### src/include/joy_pkg.sv
// constants shared by the dual joystick port design
`default_nettype none

package joy_pkg;

  // ----------------------------------------------------------------
  // host I/O map
  // ----------------------------------------------------------------
  localparam logic [15:0] STATUS_OFS = 16'h0000;
  localparam logic [7:0] STATUS_RST = 8'h00;

  // ----------------------------------------------------------------
  // configuration space indices and resets
  // ----------------------------------------------------------------
  localparam logic [7:0] CFG_ACTIVATE_IDX = 8'h30;
  localparam logic [7:0] CFG_BASE_HI_IDX = 8'h60;
  localparam logic [7:0] CFG_BASE_LO_IDX = 8'h61;
  localparam logic [7:0] CFG_PWR_CTRL_IDX = 8'h22;
  localparam int ACTIVATE_BIT = 0;
  localparam int PWR_JOY_BIT = 2;
  localparam logic [7:0] BASE_HI_RST = 8'h00;
  localparam logic [7:0] BASE_LO_RST = 8'h00;
  localparam logic [7:0] PWR_CTRL_RST = 8'h00;

  // ----------------------------------------------------------------
  // status byte layout
  // ----------------------------------------------------------------
  localparam int AXES_LSB = 0;
  localparam int BUTTONS_LSB = 4;
  localparam int NUM_AXES = 4;
  localparam int NUM_BUTTONS = 4;

endpackage : joy_pkg

`default_nettype wire

### src/core/joy_axis_timer.sv
// one axis one-shot timer: output bit and rc node discharge control
`default_nettype none

module joy_axis_timer (
  // clock and reset
  input wire logic clk_i,
  input wire logic reset_i,
  // control from the port decoder
  input wire logic hold_i,
  input wire logic restart_i,
  // comparator: node has reached two thirds of reference
  input wire logic at_threshold_i,
  // timer output and discharge drive
  output logic timeout_o,
  output logic discharge_o
);

  typedef struct packed {
    logic timeout_r;
    logic discharge_r;
  } axis_state_t;

  axis_state_t st_r;
  axis_state_t st_nxt;

  // ----------------------------------------------------------------
  // one-shot behaviour
  // ----------------------------------------------------------------
  // node held low while idle or while a port write is active
  always_comb begin
    st_nxt = st_r;
    if (restart_i) begin
      st_nxt.timeout_r = 1'b1;
      st_nxt.discharge_r = 1'b0;
    end else if (hold_i) begin
      st_nxt.discharge_r = 1'b1;
    end else if (st_r.timeout_r && at_threshold_i) begin
      st_nxt.timeout_r = 1'b0;
      st_nxt.discharge_r = 1'b1;
    end else if (!st_r.timeout_r) begin
      st_nxt.discharge_r = 1'b1;
    end
  end

  // reset leaves output low and node discharged
  always_ff @(posedge clk_i) begin
    if (reset_i) begin
      st_r <= '{timeout_r: 1'b0, discharge_r: 1'b1};
    end else begin
      st_r <= st_nxt;
    end
  end

  assign timeout_o = st_r.timeout_r;
  assign discharge_o = st_r.discharge_r;

endmodule : joy_axis_timer

`default_nettype wire

### src/core/joy_cfg_regs.sv
// configuration bytes: base address, activate and power control mirror
`default_nettype none

module joy_cfg_regs (
  // clock and reset
  input wire logic clk_i,
  input wire logic reset_i,
  // configuration access
  input wire logic cfg_wr_i,
  input wire logic cfg_rd_i,
  input wire logic [7:0] cfg_index_i,
  input wire logic [7:0] cfg_wdata_i,
  output logic [7:0] cfg_rdata_o,
  // decoded settings
  output logic [15:0] base_o,
  output logic active_o
);

  typedef struct packed {
    logic [7:0] base_hi_r;
    logic [7:0] base_lo_r;
    logic [7:0] pwr_other_r;
    logic active_r;
    logic [7:0] rdata_r;
  } cfg_state_t;

  cfg_state_t st_r;
  cfg_state_t st_nxt;

  // power control byte view with the mirrored joystick bit
  function automatic logic [7:0] pwr_view(input logic [7:0] other, input logic act);
    logic [7:0] v;
    v = other;
    v[joy_pkg::PWR_JOY_BIT] = act;
    return v;
  endfunction : pwr_view

  // ----------------------------------------------------------------
  // register writes and reads
  // ----------------------------------------------------------------
  always_comb begin
    st_nxt = st_r;
    if (cfg_wr_i) begin
      unique case (cfg_index_i)
        joy_pkg::CFG_BASE_HI_IDX: st_nxt.base_hi_r = cfg_wdata_i;
        joy_pkg::CFG_BASE_LO_IDX: st_nxt.base_lo_r = cfg_wdata_i;
        joy_pkg::CFG_ACTIVATE_IDX: begin
          st_nxt.active_r = cfg_wdata_i[joy_pkg::ACTIVATE_BIT];
        end
        joy_pkg::CFG_PWR_CTRL_IDX: begin
          st_nxt.pwr_other_r = cfg_wdata_i;
          st_nxt.active_r = cfg_wdata_i[joy_pkg::PWR_JOY_BIT];
        end
        default: ;
      endcase
    end
    // read data captured at the read, unknown index reads zero
    if (cfg_rd_i) begin
      unique case (cfg_index_i)
        joy_pkg::CFG_BASE_HI_IDX: st_nxt.rdata_r = st_r.base_hi_r;
        joy_pkg::CFG_BASE_LO_IDX: st_nxt.rdata_r = st_r.base_lo_r;
        joy_pkg::CFG_ACTIVATE_IDX: st_nxt.rdata_r = {7'h00, st_r.active_r};
        joy_pkg::CFG_PWR_CTRL_IDX: begin
          st_nxt.rdata_r = pwr_view(st_r.pwr_other_r, st_r.active_r);
        end
        default: st_nxt.rdata_r = 8'h00;
      endcase
    end
  end

  always_ff @(posedge clk_i) begin
    if (reset_i) begin
      st_r.base_hi_r <= joy_pkg::BASE_HI_RST;
      st_r.base_lo_r <= joy_pkg::BASE_LO_RST;
      st_r.pwr_other_r <= joy_pkg::PWR_CTRL_RST;
      st_r.active_r <= 1'b0;
      st_r.rdata_r <= 8'h00;
    end else begin
      st_r <= st_nxt;
    end
  end

  assign cfg_rdata_o = st_r.rdata_r;
  assign base_o = {st_r.base_hi_r, st_r.base_lo_r};
  assign active_o = st_r.active_r;

endmodule : joy_cfg_regs

`default_nettype wire

### src/core/dual_joystick_port.sv
// dual joystick port: I/O decode, status byte and four axis timers
`default_nettype none

module dual_joystick_port (
  // clock and reset
  input wire logic CLK_I,
  input wire logic RESET_I,
  // host system I/O cycle
  input wire logic [15:0] IO_ADDR_I,
  input wire logic IO_RD_I,
  input wire logic IO_WR_I,
  input wire logic [7:0] IO_WDATA_I,
  output logic [7:0] IO_RDATA_O,
  output logic IO_HIT_O,
  // configuration access
  input wire logic CFG_WR_I,
  input wire logic CFG_RD_I,
  input wire logic [7:0] CFG_INDEX_I,
  input wire logic [7:0] CFG_WDATA_I,
  output logic [7:0] CFG_RDATA_O,
  // joystick inputs: comparators and buttons
  input wire logic [3:0] AXIS_AT_THRESHOLD_I,
  input wire logic [3:0] BUTTON_I,
  // axis rc node discharge drive and active flag
  output logic [3:0] AXIS_RC_NODE_O,
  output logic [3:0] AXIS_RC_NODE_OE_O,
  output logic ACTIVE_O
);

  typedef struct packed {
    logic wr_hit_r;
    logic [3:0] button_r;
    logic [7:0] rdata_r;
  } port_state_t;

  port_state_t st_r;
  port_state_t st_nxt;
  logic [15:0] base;
  logic active;
  logic rd_hit;
  logic wr_hit;
  logic restart;
  logic [3:0] axis_timeout;
  logic [3:0] discharge;
  logic [7:0] status;

  // address match, only while the logical device is active
  function automatic logic port_match(input logic [15:0] addr, input logic [15:0] bse,
                                      input logic act);
    return act && (addr == (bse + joy_pkg::STATUS_OFS));
  endfunction : port_match

  // ----------------------------------------------------------------
  // configuration
  // ----------------------------------------------------------------
  joy_cfg_regs u_cfg (
    .clk_i(CLK_I),
    .reset_i(RESET_I),
    .cfg_wr_i(CFG_WR_I),
    .cfg_rd_i(CFG_RD_I),
    .cfg_index_i(CFG_INDEX_I),
    .cfg_wdata_i(CFG_WDATA_I),
    .cfg_rdata_o(CFG_RDATA_O),
    .base_o(base),
    .active_o(active)
  );

  // ----------------------------------------------------------------
  // host cycle decode
  // ----------------------------------------------------------------
  // write data is never looked at: only the cycle itself matters
  assign rd_hit = IO_RD_I && port_match(IO_ADDR_I, base, active);
  assign wr_hit = IO_WR_I && port_match(IO_ADDR_I, base, active);
  // trailing edge of the decoded write strobe restarts timing
  assign restart = st_r.wr_hit_r && !wr_hit;
  assign IO_HIT_O = rd_hit || wr_hit;

  // ----------------------------------------------------------------
  // axis timers, one per axis
  // ----------------------------------------------------------------
  for (genvar i = 0; i < joy_pkg::NUM_AXES; i++) begin : g_axis
    joy_axis_timer u_axis (
      .clk_i(CLK_I),
      .reset_i(RESET_I),
      .hold_i(wr_hit),
      .restart_i(restart),
      .at_threshold_i(AXIS_AT_THRESHOLD_I[i]),
      .timeout_o(axis_timeout[i]),
      .discharge_o(discharge[i])
    );
  end

  // rc node driven low only while discharging, else released
  assign AXIS_RC_NODE_O = 4'h0;
  assign AXIS_RC_NODE_OE_O = discharge;

  // ----------------------------------------------------------------
  // status byte and read path
  // ----------------------------------------------------------------
  // buttons {s2b2,s2b1,s1b2,s1b1}, axes {s2y,s2x,s1y,s1x}
  always_comb begin
    status = joy_pkg::STATUS_RST;
    status[joy_pkg::BUTTONS_LSB +: joy_pkg::NUM_BUTTONS] = st_r.button_r;
    status[joy_pkg::AXES_LSB +: joy_pkg::NUM_AXES] = axis_timeout;
  end

  // write data never enters the byte; it is live state only
  always_comb begin
    st_nxt = st_r;
    st_nxt.wr_hit_r = wr_hit;
    st_nxt.button_r = BUTTON_I;
    if (rd_hit) begin
      st_nxt.rdata_r = status;
    end
  end

  always_ff @(posedge CLK_I) begin
    if (RESET_I) begin
      st_r.wr_hit_r <= 1'b0;
      st_r.button_r <= 4'h0;
      st_r.rdata_r <= joy_pkg::STATUS_RST;
    end else begin
      st_r <= st_nxt;
    end
  end

  assign IO_RDATA_O = st_r.rdata_r;
  assign ACTIVE_O = active;

endmodule : dual_joystick_port

`default_nettype wire

### config.mk
export PLATFORM = sky130hd
export DESIGN_NAME = dual_joystick_port
export DESIGN_NICKNAME = d
export VERILOG_FILES = /design/src/include/joy_pkg.sv /design/src/core/joy_axis_timer.sv /design/src/core/joy_cfg_regs.sv /design/src/core/dual_joystick_port.sv
export SDC_FILE = /design/constraint.sdc
export NUM_CORES = 1
export LEC_CHECK = 0
export BUFFER_PORTS_ARGS = -buffer_cell sky130_fd_sc_hd__clkbuf_2
export CAP_MARGIN = 20
export CORE_MARGIN = 10
export CORE_UTILIZATION = 45
export DETAILED_ROUTE_END_ITERATION = 6
export PLACE_DENSITY = 0.75
export SYNTH_ARGS = -nofsm -noshare
export SYNTH_HDL_FRONTEND = slang
export SYNTH_HIERARCHICAL = 1
export SYNTH_SLANG_ARGS = --single-unit
### constraint.sdc
create_clock -name CLK_I -period 2.9 [get_ports CLK_I]
set_clock_uncertainty 0.15 [all_clocks]
set_input_delay 0.29 -clock CLK_I [delete_from_list [all_inputs] [get_ports CLK_I]]
set_output_delay 0.29 -clock CLK_I [all_outputs]
set_load 0.05 [all_outputs]
After elaboration in Yosys (flattened, before gate mapping). Index checks and enable logic that the tools add are counted.

Eq/ne operators: 10. Mux-type cells: 26. Reduce and logical (&&, ||, !) cells: 23.

Operators by type and width (count): one-hot mux 8 bit (4 select lines) (1); two-way mux 1 bit (20); == test 16 bit (1); == test 8 x 6 -> 1 bit, second input constant (2); == test 8 x 7 -> 1 bit, second input constant (2); AND reduction 2 bit (8); != test 4 bit, second input constant (3); nonzero test 2 bit (5); logical AND 1 bit (8); two-way mux 2 bit (4); != test 4 x 3 -> 1 bit, second input constant (1); != test 2 x 1 -> 1 bit, second input constant (1); one-hot mux 1 bit (2 select lines) (1); logical NOT 1 bit (1); logical OR 1 bit (1).

Register bits after elaboration: 54. Input bits: 54. Output and inout bits: 26. Word-level logic and storage cells: 75.

Depth between registers and ports, before layout.
Depth after elaboration: 7. Mapped depth: 10. Depth with buffers taken out: 8.

Modules after synthesis. Netlist, hierarchy kept.

Modules (own cells, without submodules): joy_cfg_regs (instances 1, cells each 153, area an instance 1556.5 um^2); dual_joystick_port (instances 1, cells each 92, area an instance 790.8 um^2); joy_axis_timer (instances 4, cells each 7, area an instance 77.6 um^2).

Worst setup path after synthesis. Ideal clock, no wire load.

Kind: reg-to-output. Start: reg u_cfg.st_r, in the netlist u_cfg/active_o. End: out IO_HIT_O. Arrival time: 2684 ps. Data required time: 2460 ps. Setup slack: -224 ps. Cell stages (with the launch flop): 5. Path buffers: 1. Cell sequence: dfxtp_1 -> o21ai_0 -> or4_1 -> buf_6 -> nor3_1.

Cells in the longest elaborated chain, start to end: 3. Elaborated cells between the ends (all ways): 4. Those cells by class: reduce/logical: 4.

RTL lines: from (decl) (RTL line joy_cfg_regs.sv:27) `cfg_state_t st_r;`; from (signal assigned) (RTL line joy_cfg_regs.sv:79) `st_r <= st_nxt;`; logical AND 1 bit (*) (RTL line dual_joystick_port.sv:50) `return act && (addr == (bse + joy_pkg::STATUS_OFS));`; logical AND 1 bit (on tied branches) (RTL line dual_joystick_port.sv:72, dual_joystick_port.sv:73); logical OR 1 bit (*) (RTL line dual_joystick_port.sv:76) `assign IO_HIT_O = rd_hit || wr_hit;`; to (decl) (RTL line dual_joystick_port.sv:14) `output logic IO_HIT_O,`.

Every way passes the cells marked *; elsewhere a longest branch is shown, timed or not.

Final worst setup path.
Start: reg u_cfg.st_r, in the netlist u_cfg/base_o[7]. End: out IO_HIT_O.

Cells in the longest elaborated chain, start to end: 4. Elaborated cells between the ends (all ways): 5. Those cells by class: eq/ne: 1; reduce/logical: 4.

RTL lines (RTL line): == test 16 bit (*) (dual_joystick_port.sv:50); logical AND 1 bit (*) (dual_joystick_port.sv:50); logical AND 1 bit (on tied branches) (dual_joystick_port.sv:72, dual_joystick_port.sv:73); logical OR 1 bit (*) (dual_joystick_port.sv:76).

Marks and branches as above.

==> results.ini <==
[sta]
fin_ws_ns=0.2803
hold_viol=0
fin_tns_setup_ns=0
slew_violations=0
fin_crit_sh=0.9034
tightest_slew_ns=0.5902
setup_viol=0
holdWs_ns=0.05591
period_minus_slack_ns=2.620
timing.fmax_mhz=381.7
rsz0062_at_grt=false
slew_headroom=0.6029

[setup_path]
required_ns=2.46
cp_max_fo=9
cp_data_arrival_time_ns=2.18
critical_path_class=reg -> out
cp_slowest_stage_delay_ns=0.71
worst_setup_path_start_kind=flip-flop
crit_path_top_delay_cell=or4_1
crit_chain=xnor2_1 -> nand2_1 -> or4_1 -> nor3_2 -> clkbuf_2
critPathCaptureType=primary output

[synthesis]
ys_seq_area_frac=0.3992
ys_async_sr_fraction=0
synth_flop_cell=dfxtp_1
synth_edf_count=0
yosys_warnings=6
synthCells=273
synth_top_area_cell=dfxtp_1
yosys-top-cells-area=dfxtp_1 (40%), mux2i_1 (12%), buf_4 (10%)
postSynthRegisterBits=53
synth_top_area_share=0.3992
synth_area_sq_um=2658
syn_avg_cell_area_sq_um=9.735
synth.distinct_cells=41

[finish]
antenna_cells=0
fin_util=0.5138
nets=361
fin_cells=379
final_design_area_no_fill_sq_um=2882
area_growth_pct=8.427
final_layout_size_suffix_gt1_frac=0.2899

[place]
dp_hpwl_um=4866
port_buffers=67
gp_congestion=0.8089
dpl_cell_area_sq_um=2795
dp_worst_setup_slack_ns=0.5692
dp_cells=372

[clock_network]
cts_setup_buffers=0
cts_made_buffers=5
root_buffer=clkbuf_8
hold_buffers=0
cts_buffer_depth=2
clk_pin_slew_worst_paths_ns=0.09
htree_levels=2
cts_sinks=53
clock_latency_ns=0.30
cts_resized=0
cts_tree=done

[drt]
wl_met3_um=441
wl_per_cell_um=16.48
drt_first_pass_iters=4
dr.first_iter.drc_count=81
drc=0
wl_met2_um=2951
via_per_inst=5.301
via_count=2009
antenna_left=0
met1Wirelength_um=2788
finalWirelength_um=6246
maxUsedRoutingLayer=met4

[pwr]
powerDensity_nw_per_um2=432.6
finalPower_mw=1.247
power.leakage_nw=1.374
irDropWorstVdd_uv=253.5

[floorplanning]
core_sq_um=5608
ioPinCount=80
die_h_um=96.85
die_area_sq_um=9380
die_w_um=96.85
num_rows=27
start_util=0.4739

[global_routing]
grt_overflow=0
grt_pass1_vias=2057
grt_usage=0.1298
antenna_found_initial=0
grt_pass1_wl_um=10280
grt_start_max_net_pins=46

[status]
status=completed

[job]
drv_cap=0

[worst_hold_path]
min_path_type=in -> reg

==> final timing paths <==
| kind | from | end | slack (ns) | depth (start not counted) |
|---|---|---|---|---|
| max reg2reg | u_cfg/base_o[4] | g_axis[2].u_axis/timeout_o | 0.70 | 8 |
| min reg2reg | st_r[9] | IO_RDATA_O[5] | 0.31 | 2 |
| min | BUTTON_I[3] | st_r[11] | 0.06 | 2 |
| max | u_cfg/base_o[7] | IO_HIT_O | 0.28 | 5 |
==> state kept, by name, indices dropped and copies added, names as in the netlist <==
signal	count
g_axis.u_axis/timeout_o	4
IO_RDATA_O	8
g_axis.u_axis/discharge_o	4
u_cfg/active_o	1
u_cfg/cfg_rdata_o	8
u_cfg/base_o	16
st_r	5
u_cfg/st_r	7
==> power by group <==
part | internal [mW] | switching (mW)
Sequential | 0.730 | 0.00121
Clock | 0.190 | 0.222
Combinational | 0.0405 | 0.0627
==> layout by cell type (no fill, tap or decap), types with 2 or more instances in the layout <==
master     synthesis  final
mux2i_1           32     32
xor2_1             8      8
o21bai_1           4      4
clkbuf_8           0      6
nand4_1            9      9
conb_1             1      4
xnor2_1            6      6
and3_1             2      2
a22o_1             8      8
nor4b_2            4      4
inv_1              5      5
o22ai_1            2      2
nand2_1            3      3
nor2_1            31     31
nand4_2            2      2
nand2b_1           4      4
a21oi_1           15     15
dfxtp_1           53     53
o31ai_1            8      8
nor2b_1            5      5
buf_4             37      4
clkbuf_2           0     67
o2bb2ai_1          7      7
==> cell usage after synthesis, drive strengths merged, types with 2 or more instances <==
cell type,count
a21oi,15
a22o,8
and3,3
buf,44
clkbuf,3
dfxtp,53
inv,5
mux2i,32
nand2,3
nand2b,4
nand3,2
nand4,11
nor2,31
nor2b,5
nor3,2
nor4,2
nor4b,5
o21bai,4
o22ai,2
o2bb2ai,7
o31ai,8
xnor2,6
xor2,8
==> worst max-delay path, delay by kind of cell, from the launching register on <==
| kind | cells | cell delay (ns) |
|---|---|---|
| xor+xnor | 1 | 0.13 |
| buf+inv | 1 | 0.30 |
| flops | 1 | 0.39 |
| simple gates | 3 | 1.06 |
==> cell families (layout without fill, tap and decap cells) <==
group	Yosys count	count (layout)	share of synthesized area
simple gates	74	74	0.1747
flops	53	53	0.3992
buf+inv	52	83	0.1328
compound gates	47	47	0.1252
mux	32	32	0.1205
xor+xnor	14	14	0.04614
other cells	1	4	0.001411
==> metal layers <==
| metal | up-vias | track usage |
|---|---|---|
| met4 | 0 | 0.03495 |
| met1 | 943 | 0.1576 |
| met2 | 58 | 0.2127 |
| li1 | 1001 | - |
| met3 | 7 | 0.04400 |
| met5 | - | 0 |
==> final cells by class <==
class | count | area, sq um
Clock buffer | 7 | 86.33
Tap cell | 72 | 90.09
Inverter | 5 | 18.77
Timing Repair Buffer | 71 | 365.4
Sequential cell | 53 | 1061
Fill cell | 550 | 2726
Multi-Input combinational cell | 171 | 1260
Power figures use the tool's default switching activity.
